`config.mk`:
```
export PLATFORM = sky130hd
export DESIGN_NAME = ustx_serial_port
export DESIGN_NICKNAME = d
export VERILOG_FILES = /design/src/common/ustx_pkg.sv /design/src/rtl/ustx_fifo.sv /design/src/rtl/ustx_serial_port.sv
export VERILOG_INCLUDE_DIRS = /design/src /design/src/common
export SDC_FILE = /design/constraint.sdc
export NUM_CORES = 1
export LEC_CHECK = 0
export BUFFER_PORTS_ARGS = -buffer_cell sky130_fd_sc_hd__buf_2
export CORE_AREA = 3 3 293 180
export CTS_CLUSTER_SIZE = 40
export DETAILED_ROUTE_END_ITERATION = 8
export DIE_AREA = 0 0 296 183
export GPL_ROUTABILITY_DRIVEN = 0
export MAX_ROUTING_LAYER = met4
export PLACE_DENSITY = 0.45
export SETUP_SLACK_MARGIN = 0.5
export SYNTH_ARGS = -nofsm -noshare
export SYNTH_HDL_FRONTEND = slang
export SYNTH_HIERARCHICAL = 1
export SYNTH_SLANG_ARGS = --single-unit
```
`constraint.sdc`:
```
create_clock -name clock -period 3.25 [get_ports clock]
set_clock_uncertainty 0.05 [all_clocks]
set_input_delay 0.4875 -clock clock [delete_from_list [all_inputs] [get_ports clock]]
set_output_delay 0.4875 -clock clock [all_outputs]
set_load 0.01 [all_outputs]
```
`src/common/ustx_params.svh`:
```
`ifndef USTX_PARAMS_SVH
`define USTX_PARAMS_SVH

// ==========================================================================
// Register addresses on the special function register port
`define USTX_ADDR_TIMER2_CONTROL 11'h418
`define USTX_ADDR_SYSTEM_CONFIG 11'h440
`define USTX_ADDR_SERIAL_CONTROL_STATUS 11'h420
`define USTX_ADDR_SERIAL_BUFFER 11'h421
`define USTX_ADDR_SERIAL_EXT_STATUS 11'h422
`define USTX_ADDR_T1_RELOAD_LO 11'h430
`define USTX_ADDR_T1_RELOAD_HI 11'h431
`define USTX_ADDR_T2_RELOAD_LO 11'h432
`define USTX_ADDR_T2_RELOAD_HI 11'h433
`define USTX_ADDR_T1_CONFIG 11'h434

// ==========================================================================
// Field positions
`define USTX_BIT_RX_FLAG 0
`define USTX_BIT_TX_FLAG 1
`define USTX_BIT_RX_NINTH 2
`define USTX_BIT_TX_NINTH 3
`define USTX_BIT_RX_ENABLE 4
`define USTX_BIT_MULTIPROC 5
`define USTX_BIT_MODE_LO 6
`define USTX_BIT_MODE_HI 7
`define USTX_BIT_FRAMING_ERR 3
`define USTX_BIT_TX_SRC_T2 4
`define USTX_BIT_RX_SRC_T2 5
`define USTX_BIT_PRESCALE_LO 2
`define USTX_BIT_PRESCALE_HI 3
`define USTX_BIT_T1_WIDE 0

// ==========================================================================
// Reset values
`define USTX_RST_BYTE 8'h00

// ==========================================================================
// Timing counts
`define USTX_PRESCALE_4_LAST 6'h03
`define USTX_PRESCALE_16_LAST 6'h0F
`define USTX_PRESCALE_64_LAST 6'h3F
`define USTX_TICK_LAST 4'hF
`define USTX_TICK_MID 4'h7
`define USTX_TICK_HALF 4'h8
`define USTX_LAST_BIT_M0 4'h7
`define USTX_LAST_BIT_M1 4'h9
`define USTX_LAST_BIT_M23 4'hA
`define USTX_T1_TOP8 8'hFF
`define USTX_TIMER_TOP16 16'hFFFF

// ==========================================================================
// Interrupt arbitration ranks of the two vectors
`define USTX_RX_ARB_RANK 4'hA
`define USTX_TX_ARB_RANK 4'hB

`endif

```
`src/common/ustx_pkg.sv`:
```
package ustx_pkg;

  typedef enum logic {TX_IDLE, TX_SHIFT} ustx_tx_state_t;
  typedef enum logic {RX_IDLE, RX_BUSY} ustx_rx_state_t;

  typedef struct packed {
    logic [1:0] mode;
    logic mpen;
    logic ren;
    logic tx_ninth;
    logic rx_ninth;
    logic tx_flag;
    logic rx_flag;
    logic fe_flag;
    logic [7:0] t2ctl;
    logic [7:0] syscfg;
    logic t1_wide;
    logic [15:0] t1_reload;
    logic [15:0] t2_reload;
    logic [15:0] t1_cnt;
    logic [15:0] t2_cnt;
    logic [5:0] pre_cnt;
    logic half;
    ustx_tx_state_t tx_st;
    logic [7:0] tx_data;
    logic [7:0] tx_hold;
    logic tx_hold_v;
    logic [3:0] tx_bit;
    logic [3:0] tx_tick;
    ustx_rx_state_t rx_st;
    logic [10:0] rx_sh;
    logic [3:0] rx_bit;
    logic [3:0] rx_tick;
    logic [7:0] rx_buf;
    logic rxd_m;
    logic rxd_s;
    logic rxd_d;
    logic trig_m;
    logic trig_s;
    logic trig_d;
    logic [7:0] rdata;
    logic rxd_o;
    logic rxd_e;
    logic txd_o;
    logic int2;
  } ustx_state_t;

endpackage : ustx_pkg

```
`src/rtl/ustx_fifo.sv`:
```
module ustx_fifo #(
  parameter int WIDTH = 9,
  parameter int DEPTH = 8
) (
  // Clock and reset
  input wire logic clock,
  input wire logic resetn,
  // Fill side
  input wire logic in_valid,
  output logic in_ready,
  input wire logic [WIDTH-1:0] in_data,
  // Drain side
  output logic out_valid,
  input wire logic out_ready,
  output logic [WIDTH-1:0] out_data
);
  localparam int AW = $clog2(DEPTH);

  typedef struct packed {
    logic [DEPTH-1:0][WIDTH-1:0] mem;
    logic [AW-1:0] wp;
    logic [AW-1:0] rp;
    logic [AW:0] cnt;
  } ustx_fifo_state_t;

  ustx_fifo_state_t s_r;
  ustx_fifo_state_t s_nxt;
  logic push;
  logic pop;

  assign in_ready = s_r.cnt != (AW+1)'(DEPTH);
  assign out_valid = s_r.cnt != '0;
  assign out_data = s_r.mem[s_r.rp];
  assign push = in_valid && in_ready;
  assign pop = out_valid && out_ready;

  always_comb begin
    s_nxt = s_r;
    if (push) begin
      s_nxt.mem[s_r.wp] = in_data;
      s_nxt.wp = s_r.wp + 1'b1;
    end
    if (pop) begin
      s_nxt.rp = s_r.rp + 1'b1;
    end
    if (push && !pop) begin
      s_nxt.cnt = s_r.cnt + 1'b1;
    end else if (pop && !push) begin
      s_nxt.cnt = s_r.cnt - 1'b1;
    end
  end

  always_ff @(posedge clock) begin
    if (!resetn) begin
      s_r <= '0;
    end else begin
      s_r <= s_nxt;
    end
  end

endmodule : ustx_fifo

```
`src/rtl/ustx_serial_port.sv`:
```
`include "ustx_params.svh"

module ustx_serial_port (
  // Clock and reset
  input wire logic clock,
  input wire logic resetn,
  // Special function register port
  input wire logic [10:0] sfr_addr,
  input wire logic sfr_wr,
  input wire logic sfr_rd,
  input wire logic [7:0] sfr_wdata,
  output logic [7:0] sfr_rdata,
  // Serial pins
  input wire logic rxd_in,
  output logic rxd_out,
  output logic rxd_oe,
  output logic txd_out,
  input wire logic timer2_trigger_pin,
  // Interrupt requests
  output logic tx_irq,
  output logic rx_irq,
  output logic ext_int2_req
);
  ustx_pkg::ustx_state_t s_r;
  ustx_pkg::ustx_state_t s_nxt;

  logic wr_ctl;
  logic wr_buf;
  logic pre_ok;
  logic pre_tick;
  logic [5:0] pre_last;
  logic t1_ovf;
  logic t2_ovf;
  logic tx_tick_en;
  logic rx_tick_en;
  logic tx_end;
  logic set_ti;
  logic set_ri;
  logic tx_level;
  logic rx_sample;
  logic rx_finish;
  logic stop_ok;
  logic accept;
  logic push;
  logic push_ninth;
  logic [7:0] push_data;
  logic fifo_in_ready;
  logic fifo_out_valid;
  logic [8:0] fifo_out_data;
  logic [3:0] sample_at;

  // ========================================================================
  // Frame decoding helpers
  function automatic logic [3:0] last_bit_idx(input logic [1:0] mode);
    if (mode == 2'h0) begin
      return `USTX_LAST_BIT_M0;
    end else if (mode == 2'h1) begin
      return `USTX_LAST_BIT_M1;
    end
    return `USTX_LAST_BIT_M23;
  endfunction : last_bit_idx

  function automatic logic tx_bit_val(input logic [1:0] mode,
                                      input logic [3:0] idx,
                                      input logic [7:0] data,
                                      input logic ninth);
    if (mode == 2'h0) begin
      return data[idx[2:0]];
    end else if (idx == 4'h0) begin
      return 1'b0;
    end else if (idx <= 4'h8) begin
      return data[3'(idx - 4'h1)];
    end else if (idx == 4'h9 && mode != 2'h1) begin
      return ninth;
    end
    return 1'b1;
  endfunction : tx_bit_val

  function automatic logic tick_for(input logic [1:0] mode,
                                    input logic use_t2,
                                    input logic half,
                                    input logic ovf1,
                                    input logic ovf2);
    if (mode == 2'h0) begin
      return 1'b1;
    end else if (mode == 2'h2) begin
      return half;
    end
    return use_t2 ? ovf2 : ovf1;
  endfunction : tick_for

  // ========================================================================
  // Receive FIFO
  ustx_fifo #(
    .WIDTH(9),
    .DEPTH(8)
  ) u_rx_fifo (
    .clock(clock),
    .resetn(resetn),
    .in_valid(push),
    .in_ready(fifo_in_ready),
    .in_data({push_ninth, push_data}),
    .out_valid(fifo_out_valid),
    .out_ready(!s_r.rx_flag),
    .out_data(fifo_out_data)
  );

  // ========================================================================
  // Next-state logic
  always_comb begin
    s_nxt = s_r;
    wr_ctl = sfr_wr && sfr_addr == `USTX_ADDR_SERIAL_CONTROL_STATUS;
    wr_buf = sfr_wr && sfr_addr == `USTX_ADDR_SERIAL_BUFFER;
    set_ti = 1'b0;
    set_ri = 1'b0;
    push = 1'b0;
    rx_finish = 1'b0;
    rx_sample = s_r.rxd_s;

    s_nxt.rxd_m = rxd_in;
    s_nxt.rxd_s = s_r.rxd_m;
    s_nxt.rxd_d = s_r.rxd_s;
    s_nxt.trig_m = timer2_trigger_pin;
    s_nxt.trig_s = s_r.trig_m;
    s_nxt.trig_d = s_r.trig_s;
    s_nxt.half = !s_r.half;

    // Timer clock prescaler
    pre_ok = 1'b1;
    unique case (s_r.syscfg[`USTX_BIT_PRESCALE_HI:`USTX_BIT_PRESCALE_LO])
      2'h0: pre_last = `USTX_PRESCALE_4_LAST;
      2'h1: pre_last = `USTX_PRESCALE_16_LAST;
      2'h2: pre_last = `USTX_PRESCALE_64_LAST;
      2'h3: begin
        pre_last = `USTX_PRESCALE_64_LAST;
        pre_ok = 1'b0;
      end
    endcase
    pre_tick = pre_ok && s_r.pre_cnt >= pre_last;
    s_nxt.pre_cnt = (pre_tick || !pre_ok) ? 6'h00 : s_r.pre_cnt + 6'h01;

    // Baud timers: count from reload to top of range
    t1_ovf = pre_tick && (s_r.t1_wide ? s_r.t1_cnt == `USTX_TIMER_TOP16
                                      : s_r.t1_cnt[7:0] == `USTX_T1_TOP8);
    t2_ovf = pre_tick && s_r.t2_cnt == `USTX_TIMER_TOP16;
    if (pre_tick) begin
      if (t1_ovf) begin
        s_nxt.t1_cnt = s_r.t1_wide ? s_r.t1_reload
                                   : {8'h00, s_r.t1_reload[7:0]};
      end else begin
        s_nxt.t1_cnt = s_r.t1_cnt + 16'h0001;
      end
      s_nxt.t2_cnt = t2_ovf ? s_r.t2_reload : s_r.t2_cnt + 16'h0001;
    end
    tx_tick_en = tick_for(s_r.mode, s_r.t2ctl[`USTX_BIT_TX_SRC_T2],
                          s_r.half, t1_ovf, t2_ovf);
    rx_tick_en = tick_for(s_r.mode, s_r.t2ctl[`USTX_BIT_RX_SRC_T2],
                          s_r.half, t1_ovf, t2_ovf);

    // Transmitter
    tx_end = s_r.tx_st == ustx_pkg::TX_SHIFT && tx_tick_en &&
             s_r.tx_tick == `USTX_TICK_LAST &&
             s_r.tx_bit == last_bit_idx(s_r.mode);
    unique case (s_r.tx_st)
      ustx_pkg::TX_IDLE: begin
        if (wr_buf) begin
          s_nxt.tx_data = sfr_wdata;
          s_nxt.tx_st = ustx_pkg::TX_SHIFT;
          s_nxt.tx_bit = 4'h0;
          s_nxt.tx_tick = 4'h0;
          set_ti = 1'b1;
        end
      end
      ustx_pkg::TX_SHIFT: begin
        if (tx_tick_en) begin
          s_nxt.tx_tick = s_r.tx_tick + 4'h1;
          if (s_r.tx_tick == `USTX_TICK_LAST) begin
            s_nxt.tx_bit = s_r.tx_bit + 4'h1;
          end
        end
        if (tx_end) begin
          set_ti = 1'b1;
          s_nxt.tx_bit = 4'h0;
          if (s_r.tx_hold_v) begin
            s_nxt.tx_data = s_r.tx_hold;
            s_nxt.tx_hold_v = 1'b0;
          end else begin
            s_nxt.tx_st = ustx_pkg::TX_IDLE;
          end
        end
        if (wr_buf) begin
          s_nxt.tx_hold = sfr_wdata;
          s_nxt.tx_hold_v = 1'b1;
        end
      end
    endcase
    tx_level = tx_bit_val(s_r.mode, s_r.tx_bit, s_r.tx_data,
                          s_r.tx_ninth);

    // Receiver
    sample_at = (s_r.mode == 2'h0) ? `USTX_TICK_LAST : `USTX_TICK_MID;
    unique case (s_r.rx_st)
      ustx_pkg::RX_IDLE: begin
        if (s_r.mode == 2'h0) begin
          if (s_r.ren && !s_r.rx_flag && !fifo_out_valid && !wr_buf &&
              s_r.tx_st == ustx_pkg::TX_IDLE) begin
            s_nxt.rx_st = ustx_pkg::RX_BUSY;
          end
        end else if (s_r.ren && s_r.rxd_d && !s_r.rxd_s &&
                     fifo_in_ready) begin
          s_nxt.rx_st = ustx_pkg::RX_BUSY;
        end
        s_nxt.rx_bit = 4'h0;
        s_nxt.rx_tick = 4'h0;
      end
      ustx_pkg::RX_BUSY: begin
        if (rx_tick_en) begin
          s_nxt.rx_tick = s_r.rx_tick + 4'h1;
          if (s_r.rx_tick == sample_at) begin
            if (s_r.mode != 2'h0 && s_r.rx_bit == 4'h0 && rx_sample) begin
              s_nxt.rx_st = ustx_pkg::RX_IDLE;
            end else if (s_r.rx_bit == last_bit_idx(s_r.mode)) begin
              rx_finish = 1'b1;
              s_nxt.rx_st = ustx_pkg::RX_IDLE;
            end else begin
              s_nxt.rx_sh[s_r.rx_bit] = rx_sample;
            end
          end
          if (s_r.rx_tick == `USTX_TICK_LAST && !rx_finish) begin
            s_nxt.rx_bit = s_r.rx_bit + 4'h1;
          end
        end
      end
    endcase
    stop_ok = rx_sample;
    push_data = (s_r.mode == 2'h0) ? {rx_sample, s_r.rx_sh[6:0]}
                                   : s_r.rx_sh[8:1];
    if (s_r.mode == 2'h1) begin
      push_ninth = stop_ok;
      accept = !s_r.mpen || stop_ok;
    end else if (s_r.mode == 2'h0) begin
      push_ninth = s_r.rx_ninth;
      accept = 1'b1;
    end else begin
      push_ninth = s_r.rx_sh[9];
      accept = !s_r.mpen || s_r.rx_sh[9];
    end
    push = rx_finish && accept;

    // Software writes: flags can only be cleared
    if (wr_ctl) begin
      s_nxt.mode = sfr_wdata[`USTX_BIT_MODE_HI:`USTX_BIT_MODE_LO];
      s_nxt.mpen = sfr_wdata[`USTX_BIT_MULTIPROC];
      s_nxt.ren = sfr_wdata[`USTX_BIT_RX_ENABLE];
      s_nxt.tx_ninth = sfr_wdata[`USTX_BIT_TX_NINTH];
      s_nxt.rx_ninth = sfr_wdata[`USTX_BIT_RX_NINTH];
      s_nxt.tx_flag = s_r.tx_flag & sfr_wdata[`USTX_BIT_TX_FLAG];
      s_nxt.rx_flag = s_r.rx_flag & sfr_wdata[`USTX_BIT_RX_FLAG];
    end
    if (sfr_wr && sfr_addr == `USTX_ADDR_SERIAL_EXT_STATUS) begin
      s_nxt.fe_flag = s_r.fe_flag & sfr_wdata[`USTX_BIT_FRAMING_ERR];
    end
    if (sfr_wr) begin
      unique case (sfr_addr)
        `USTX_ADDR_TIMER2_CONTROL: s_nxt.t2ctl = sfr_wdata;
        `USTX_ADDR_SYSTEM_CONFIG: s_nxt.syscfg = sfr_wdata;
        `USTX_ADDR_T1_RELOAD_LO: s_nxt.t1_reload[7:0] = sfr_wdata;
        `USTX_ADDR_T1_RELOAD_HI: s_nxt.t1_reload[15:8] = sfr_wdata;
        `USTX_ADDR_T2_RELOAD_LO: s_nxt.t2_reload[7:0] = sfr_wdata;
        `USTX_ADDR_T2_RELOAD_HI: s_nxt.t2_reload[15:8] = sfr_wdata;
        `USTX_ADDR_T1_CONFIG: s_nxt.t1_wide = sfr_wdata[`USTX_BIT_T1_WIDE];
        default: ;
      endcase
    end

    // Hardware sets win over a clearing write in the same cycle
    if (set_ti) begin
      s_nxt.tx_flag = 1'b1;
    end
    if (rx_finish && s_r.mode != 2'h0 && !stop_ok) begin
      s_nxt.fe_flag = 1'b1;
    end
    if (fifo_out_valid && !s_r.rx_flag) begin
      s_nxt.rx_buf = fifo_out_data[7:0];
      s_nxt.rx_ninth = fifo_out_data[8];
      set_ri = 1'b1;
      s_nxt.rx_flag = 1'b1;
    end

    // Register reads
    if (sfr_rd) begin
      unique case (sfr_addr)
        `USTX_ADDR_SERIAL_CONTROL_STATUS:
          s_nxt.rdata = {s_r.mode, s_r.mpen, s_r.ren, s_r.tx_ninth,
                         s_r.rx_ninth, s_r.tx_flag, s_r.rx_flag};
        `USTX_ADDR_SERIAL_BUFFER: s_nxt.rdata = s_r.rx_buf;
        `USTX_ADDR_SERIAL_EXT_STATUS:
          s_nxt.rdata = {4'h0, s_r.fe_flag, 3'h0};
        `USTX_ADDR_TIMER2_CONTROL: s_nxt.rdata = s_r.t2ctl;
        `USTX_ADDR_SYSTEM_CONFIG: s_nxt.rdata = s_r.syscfg;
        `USTX_ADDR_T1_RELOAD_LO: s_nxt.rdata = s_r.t1_reload[7:0];
        `USTX_ADDR_T1_RELOAD_HI: s_nxt.rdata = s_r.t1_reload[15:8];
        `USTX_ADDR_T2_RELOAD_LO: s_nxt.rdata = s_r.t2_reload[7:0];
        `USTX_ADDR_T2_RELOAD_HI: s_nxt.rdata = s_r.t2_reload[15:8];
        `USTX_ADDR_T1_CONFIG: s_nxt.rdata = {7'h00, s_r.t1_wide};
        default: s_nxt.rdata = 8'h00;
      endcase
    end

    // Pins: mode 0 shares the receive line and clocks on the transmit line
    s_nxt.rxd_o = 1'b1;
    s_nxt.rxd_e = 1'b0;
    s_nxt.txd_o = 1'b1;
    if (s_nxt.mode == 2'h0) begin
      if (s_nxt.tx_st == ustx_pkg::TX_SHIFT) begin
        s_nxt.rxd_e = 1'b1;
        s_nxt.rxd_o = tx_bit_val(2'h0, s_nxt.tx_bit, s_nxt.tx_data, 1'b0);
        s_nxt.txd_o = s_nxt.tx_tick >= `USTX_TICK_HALF;
      end else if (s_nxt.rx_st == ustx_pkg::RX_BUSY) begin
        s_nxt.txd_o = s_nxt.rx_tick >= `USTX_TICK_HALF;
      end
    end else if (s_nxt.tx_st == ustx_pkg::TX_SHIFT) begin
      s_nxt.txd_o = tx_bit_val(s_nxt.mode, s_nxt.tx_bit, s_nxt.tx_data,
                               s_nxt.tx_ninth);
    end

    // Trigger pin turns into an interrupt input while timer 2 clocks
    s_nxt.int2 = (s_r.t2ctl[`USTX_BIT_TX_SRC_T2] ||
                  s_r.t2ctl[`USTX_BIT_RX_SRC_T2]) &&
                 s_r.trig_d && !s_r.trig_s;
  end

  always_ff @(posedge clock) begin
    if (!resetn) begin
      s_r <= '0;
    end else begin
      s_r <= s_nxt;
    end
  end

  assign sfr_rdata = s_r.rdata;
  assign rxd_out = s_r.rxd_o;
  assign rxd_oe = s_r.rxd_e;
  assign txd_out = s_r.txd_o;
  assign tx_irq = s_r.tx_flag;
  assign rx_irq = s_r.rx_flag;
  assign ext_int2_req = s_r.int2;
endmodule : ustx_serial_port

```
-- After elaboration in Yosys (flattened, before gate mapping)
Index checks and enable logic that the tools add are counted.
- register bits after elaboration: 251
- bits of input ports: 25
- output and inout port bits: 14
- word-level logic and storage cells: 288
- $add $sub $neg: 12
- $lt $le $gt $ge: 11
- equality and inequality tests: 28
- mux-type cells: 106
- bitwise logic cells: 8
- reductions and logical operators: 71
- operator list (cell ; count):
    == test 11 bit (second input constant) ; 10
    one-hot mux 8 bit (10 select lines) ; 1
    bitwise mux 72 bit ; 1
    2-to-1 mux 1 bit ; 60
    2-to-1 mux 4 bit ; 13
    2-to-1 mux 16 bit ; 3
    2-to-1 mux 8 bit ; 5
    2-to-1 mux 9 bit ; 4
    adder 16 x 1 -> 16 bit (second input constant) ; 2
    == test 16 bit (second input constant) ; 2
    one-hot mux 8 bit (2 select lines) ; 2
    logical AND 1 bit ; 31
    binary-select mux 9 bit (select 3 bit) ; 1
    demux 9 bit (select 3 bit) ; 1
    2-to-1 mux 11 bit ; 2
    AND reduction 2 bit ; 11
    adder 4 x 1 -> 4 bit (second input constant) ; 5
    2-to-1 mux 20 bit ; 1
    one-hot mux 6 bit (3 select lines) ; 1
    one-hot mux 9 bit (2 select lines) ; 1
    < comparator 3 x 4 -> 1 bit (second input constant) ; 4
    == test 4 bit ; 3
    == test 4 bit (second input constant) ; 3
    2-to-1 mux 12 bit ; 1
    other kinds (31) ; 68

-- Depth between registers and ports, before layout
Gate-level depths: netlist of the first run.
- depth in word-level cells: 30
- depth in mapped cells: 17
- mapped depth without buffers: 17

-- Hierarchy
The synthesis of the first run kept the hierarchy.
- by module, submodules not included (module ; times used ; cells an instance ; area an instance (um^2) ; seq. area each (um^2)):
    ustx_serial_port ; 1 ; 1105 ; 8613.3 ; 3363.2
    ustx_fifo ; 1 ; 343 ; 3893.7 ; 1641.6

-- Least setup slack after synthesis of the first run
Ideal clock, no wire load.
- path type: reg2reg
- start: register s_r[147] (netlist name)
- end: register u_rx_fifo/s_r[3] (netlist name)
- data arrival time: 3.282 ns
- setup slack: -0.154 ns
- cell stages (with the launch flop): 18
- buffers on the path: 0
- cell sequence: dfxtp_1 -> inv_1 -> ha_1 -> nand3_1 -> o22ai_1 -> o211a_1 -> a21oi_1 -> nand4b_1 -> a21oi_1 -> nand2_1 -> inv_1 -> ha_1 -> inv_1 -> ha_1 -> a21oi_1 -> a211oi_1 -> a31oi_1 -> mux2i_1
- RTL lines (item ; line ; source):
    to (signal assigned) ; ustx_fifo.sv:57 ; s_r <= s_nxt;
    to (decl) ; ustx_fifo.sv:26 ; ustx_fifo_state_t s_r;

==> results of run 1 <==
layout make-up:
class                           count  area [um^2]  area share, %
Clock buffer                       39          781           5.01
Clock inverter                      9         73.8          0.474
Inverter                           24         97.6          0.627
Multi-Input combinational cell   1070         7410           47.6
Sequential cell                   250         5020           32.2
Tap cell                          660          826           5.30
Timing Repair Buffer              170         1370           8.77
through the flow:
| stage | hold slack [ns] | instance area [um^2] | total power (uW) |
|---|---|---|---|
| 2_1_floorplan | 0.339 | 12700 | 3870 |
| 3_3_place_gp | 0.347 | 14100 | 4190 |
| 3_5_place_dp | 0.353 | 14100 | 4200 |
| 4_1_cts | 0.0565 | 15300 | 7300 |
| 5_1_grt | 0.0751 | 15600 | 7550 |
| 6_report | 0.0851 | 15600 | 7240 |
cell usage after synthesis, types with 15 or more instances:
cell type,number
nor2b_1,85
nand2_1,211
o21ai_0,43
inv_1,21
mux2_2,26
ha_1,21
nand3_1,92
dfxtp_1,250
mux4_2,19
nor2_1,100
a21oi_1,141
and2_1,19
clkbuf_1,75
mux2i_1,104
nand4_1,15
per-layer routing:
metal  vias up  global-route usage (%)
li1       5293                       -
met1      5155                    23.7
met2       208                    19.1
met3        50                    2.60
met4         0                    2.68
met5         -                       -
report_power, final:
| part | internal [uW] | total, uW | switching, uW |
|---|---|---|---|
| clock | 1740 | 3040 | 1300 |
| combinational | 395 | 976 | 581 |
| sequential | 3130 | 3220 | 91.7 |
| total | 5270 | 7240 | 1970 |
kinds of logic (layout without fill, tap and decap cells):
| family | after synthesis | after routing |
|---|---|---|
| adders and majority gates | 22 | 22 |
| buffers and inverters | 128 | 242 |
| and+or+nand+nor | 597 | 597 |
| muxes | 149 | 149 |
| xor gates and xnor gates | 26 | 26 |
| DFF | 250 | 250 |
| AOI/OAI and AO/OA | 276 | 276 |
worst max-delay path: stages, from the launching register on:
cell,delay [ns]
dfxtp_2,0.35
nand4_1,0.19
nor4_4,0.37
buf_4,0.20
a22o_4,0.18
a21oi_4,0.09
buf_4,0.19
o31ai_4,0.27
a31oi_4,0.13
xnor2_2,0.17
mux4_2,0.52
o211ai_2,0.21
a221oi_2,0.08
registers in the layout, indices dropped and copies added (netlist names):
name,count
rx_sample,1
txd_out,1
rxd_out,1
s_r,150
rxd_oe,1
rx_irq,1
tx_irq,1
sfr_rdata,8
s_nxt,3
ext_int2_req,1
u_rx_fifo/s_r,82
layout by cell type, fill, tap and decap left out, types with 5 or more instances in the layout:
cell type  Yosys  layout
ha_1          21      13
a311oi_1       5       5
nor2_1       100      97
buf_6          2      13
a221oi_1       9       8
and2_1        19      19
nor2b_1       85      85
a21oi_1      141     135
clkbuf_8       0       6
nor3_1        13      12
xnor2_1       14      13
clkbuf_1      75       6
nand2_1      211     206
nand2b_1       5       5
a211oi_1      11       9
a22o_1         7       7
a21oi_2        3       5
o21ai_1        3       7
a31oi_1       12      12
clkbuf_16      0      27
buf_4         11     109
inv_1         21      18
buf_2         11      38
and3_1        11      10
nand3_1       92      89
dfxtp_1      250     242
ha_4           0       8
mux4_2        19      19
dfxtp_2        0       7
nand4_1       15      15
o21ai_0       43      34
mux2_2        26      25
mux2i_1      104     100
buf_12         0       7
xor2_1        11      11
clkinv_2       0       7
worst paths after layout:
path | start | to | slack (ns) | depth (start not counted)
max | s_r[90] | txd_out | 0.10 | 12
min | rxd_in | s_nxt[16] | 0.09 | 2
max reg2reg | s_r[90] | txd_out | 0.10 | 12
min reg2reg | s_r[72] | s_r[72] | 0.36 | 1
timing repair:
item | 4_1_cts | 5_1_grt
cloned | 4 | 0
setup endpoints to repair | 79 | 87
pin swaps | 9 | 22
gates resized for setup | 51 | 49
buffers inserted | 12 | 7
==> impl_metrics.ini, run 1 <==
[status]
status = completed

[place]
numPlacedInstances = 2151
portBuffers = 38
dp_slack_ns = -0.0452
dp_hpwl_mm = 27.3

[final_layout]
post-route-util_pct = 30.9
layout-drive-gt1-share_pct = 22.3
final_cell_count_no_fill = 2222
final_nets = 1589
area_delta_synth_final_pct = 24.5
fillCellCount = 5234
n_antenna_cell = 0

[logic_synthesis]
yosysSeqAreaShare_pct = 40.0
syn-cell-area_um2 = 12500
synth_top_area_cell = dfxtp_1
synth_area_leaders = dfxtp_1 (40%), mux2i_1 (8.3%), nand2_1 (6.3%), a21oi_1 (5.6%), nor2b_1 (4.3%)
synthCells = 1448
async_flop_share_pct = 0
synth_top_family_by_area = simple AND/OR/NAND/NOR gates
yosys.area_share.simple_pct = 23.8
ys_ff_latch = 250
ys_warn_count = 6
synthXorXnorAreaFrac_pct = 1.88
avgSynthCellArea_um2 = 8.64
synth_flop_cell = dfxtp_1
synthesis.nets = 1495
synth_cell_types = 82
synth_compound_gate_area_share_pct = 13.6
synth_fa_ha_area_share_pct = 2.26
synthMuxAreaShare_pct = 14.1
synth-edff-count = 0
netlist.area_leader.share_pct = 40.0

[setup_path]
cp_max_fo = 5
end_kind = flop
crit_arrival_ns = 3.52
worst_setup_path_start_kind = flop
crit_type = reg -> reg
cp_data_required_time_ns = 3.63

[route]
num_vias = 10700
top_layer_used = met4
avgViaCountPerCell = 4.82
wl_met3_mm = 2.06
detail-route-antenna-nets = 0
drcViolationCount = 0
drtIter0Drc = 893
wl_met1_mm = 21.9
wl_met2_mm = 15.1
wl_mm = 39.6
first_pass_iters = 5
wire_per_inst_um = 17.8

[sta]
period_share_pct = 96.8
finalSetupViolCount = 0
relSlewSlack_pct = 52.3
period_needed_ns = 3.15
hold_viol = 0
tightest_slew_ns = 0.713
setup_slack_ns = 0.103
fmax_mhz = 318
rsz0062_at_grt = true
final.setup.tns_ns = 0
drv_slew = 0

[pwr]
ir_drop_uv = 299
power_density_nw_per_um2 = 465
p_leak_uw = 0.00568

[floorplan]
fp.dieW_um = 296
num_rows = 64
die_y_um = 183
die_area_um2 = 54200
ios = 39
core_area_um2 = 50400
start_util_pct = 24.8

[clock_tree]
cts_tree = yes
clk_pin_slew_ns = 0.06
cts-htree-levels = 1
clk_latency_ns = 0.55
cts.sinks = 250
cts_max_path_buffers = 3
holdBufCountCts = 0
cts_made_buffers = 26
cts_root_buffer = clkbuf_16

[hold_path]
hold_class = in -> reg

[global_routing]
antenna_found_initial = 0
track_usage_pct = 14.9
grt_pass1_wl_mm = 61.5
gr-total-overflow = 0
grt_max_degree = 108
grt_pass1_vias = 10200

[run]
maxCapViolations = 0
(Power assumes the default switching activity.)
==> inputs of run 2 (changes only) <==
Settings changed: BUFFER_PORTS_ARGS -buffer_cell sky130_fd_sc_hd__buf_2 to -buffer_cell sky130_fd_sc_hd__buf_4.
==> impl_metrics.ini, run 2 (synthesis gave the netlist of run 1 again) <==
[status]
status = completed

[floorplan]
die_area_um2 = 54200
start_util_pct = 24.8
die_y_um = 183
core_area_um2 = 50400
num_rows = 64
ios = 39
fp.dieW_um = 296

[final_layout]
final_common_cell = dfxtp_1
stdcell_area_um2 = 15500
largest_reg_flops = 150
final_nets = 1582
layout-drive-gt1-share_pct = 21.2
largest_register = s_r
final_cell_count_no_fill = 2216
area_delta_synth_final_pct = 24.0
n_antenna_cell = 0
final_cell_mix = dfxtp_1 (246), nand2_1 (208), buf_4 (146), a21oi_1 (134), mux2i_1 (103)
fillCellCount = 5219

[pwr]
p_leak_uw = 0.00566
power.switching_uw = 1990
p_sw_share_pct = 26.6
power_density_nw_per_um2 = 482
p_comb_share_pct = 12.6
power_uw = 7470
p_clk_share_pct = 44.3
seq_power_share_pct = 43.1
p_int_uw = 5490
ir_drop_uv = 320

[place]
dp_hpwl_mm = 27.3
postPlaceCellArea_um2 = 14200
portBuffers = 38
numPlacedInstances = 2157

[global_routing]
track_usage_pct = 14.7
gr-total-overflow = 0
grt_pass1_vias = 10300
grt_pass1_wl_mm = 61.1
antenna_found_initial = 0
grt_max_degree = 108

[setup_path]
cp_max_fo = 4
path_delay_family = compound AO/OA/AOI/OAI gates
cp_data_required_time_ns = 3.64
cpPeakStageDelay_ns = 0.37
worst_setup_path_start_kind = flop
crit_arrival_ns = 3.51
crit_slowest_cell = dfxtp_4
path_buf_inv = 3
path_cells = nor2_4 > ha_1 > nand3_2 > o22ai_2 > o211a_4 > a21oi_4 > nand4b_1 > a21oi_2 > nand2_2 > inv_2 > ha_4 > inv_4 > buf_6 > fa_2 > xnor2_1 > o21ai_1 > and2_1
end_kind = flop
crit_type = reg -> reg

[clock_tree]
cts-htree-levels = 1
clk_pin_slew_ns = 0.06
clk_latency_ns = 0.55
cts.sinks = 250
holdBufCountCts = 0
cts_max_path_buffers = 3
cts_root_buffer = clkbuf_16
cts_made_buffers = 27
cts_tree = yes

[route]
wire_per_inst_um = 17.5
drtIter0Drc = 820
first_pass_iters = 5
drcViolationCount = 0
num_vias = 10600
avgViaCountPerCell = 4.80
wl_mm = 38.8
detail-route-antenna-nets = 0

[sta]
period_share_pct = 96.0
rsz0062_at_grt = true
period_needed_ns = 3.12
relSlewSlack_pct = 44.9
finalSetupViolCount = 0
tightest_slew_ns = 0.827
fmax_mhz = 321
hold_viol = 0
drv_slew = 0

[hold_path]
hold_class = in -> reg

[run]
maxCapViolations = 0
## run 2: changes by cell type in the layout (fill, tap and decap cells not counted), sizes merged
cell      change
buf           -8
clkinv        -2
clkinvlp      +2
clkbuf        -1
bufinv        +3
## run 2: routing by layer
layer  GRT usage (%)  vias up  wire length (um)
li1                -     5266                 -
met1            23.3     5125             21100
met2            19.3      212             15200
met3            2.37       35              2090
met4            2.13        0               435
met5               -        -                 0
## run 2: final timing paths
path | startpoint | to | slack, ns | cells past startpoint
hold reg to reg | s_r[72] | s_r[72] | 0.37 | 1
setup reg to reg | s_r[147] | u_rx_fifo/s_r[2] | 0.13 | 17
hold / removal | rxd_in | s_nxt[16] | 0.11 | 2
setup / recovery | s_r[147] | u_rx_fifo/s_r[2] | 0.13 | 17
## run 2: metrics by stage
| step | utilization [%] | hold slack, ns | setup TNS (ns) | setup WS, ns |
|---|---|---|---|---|
| floorplan | - | 0.339 | 0 | 0.118 |
| global placement | 28.3 | 0.353 | -0.105 | -0.0881 |
| detailed placement | 28.3 | 0.362 | -0.145 | -0.104 |
| CTS | 30.4 | 0.0732 | 0 | 0.125 |
| global route | 30.8 | 0.0974 | -0.0471 | -0.0250 |
| finish | 30.8 | 0.106 | 0 | 0.130 |
## run 2: layout make-up
type	instances	area [um^2]	share of cell area, %
multi-input combinational	1070	7310	47.2
tap	660	826	5.33
clock buffer	38	767	4.95
timing repair buffer	162	1320	8.48
inverter	24	95.1	0.613
sequential	250	5010	32.3
clock inverter	12	176	1.14
## run 2: power groups by stage
stage	Clock (uW)	Sequential (uW)	Combinational [uW]
3_5_place_dp	0	3290	906
3_3_place_gp	0	3290	896
4_1_cts	3420	3220	923
5_1_grt	3550	3230	1040
2_1_floorplan	0	3250	617
6_report	3310	3220	941
## run 2: timing repair
| action | CTS | global route |
|---|---|---|
| setup buffers | 4 | 5 |
| pin swaps | 17 | 19 |
| gates resized for setup | 22 | 36 |
| endpoints found under the setup margin | 79 | 84 |
| cloned | 0 | 0 |
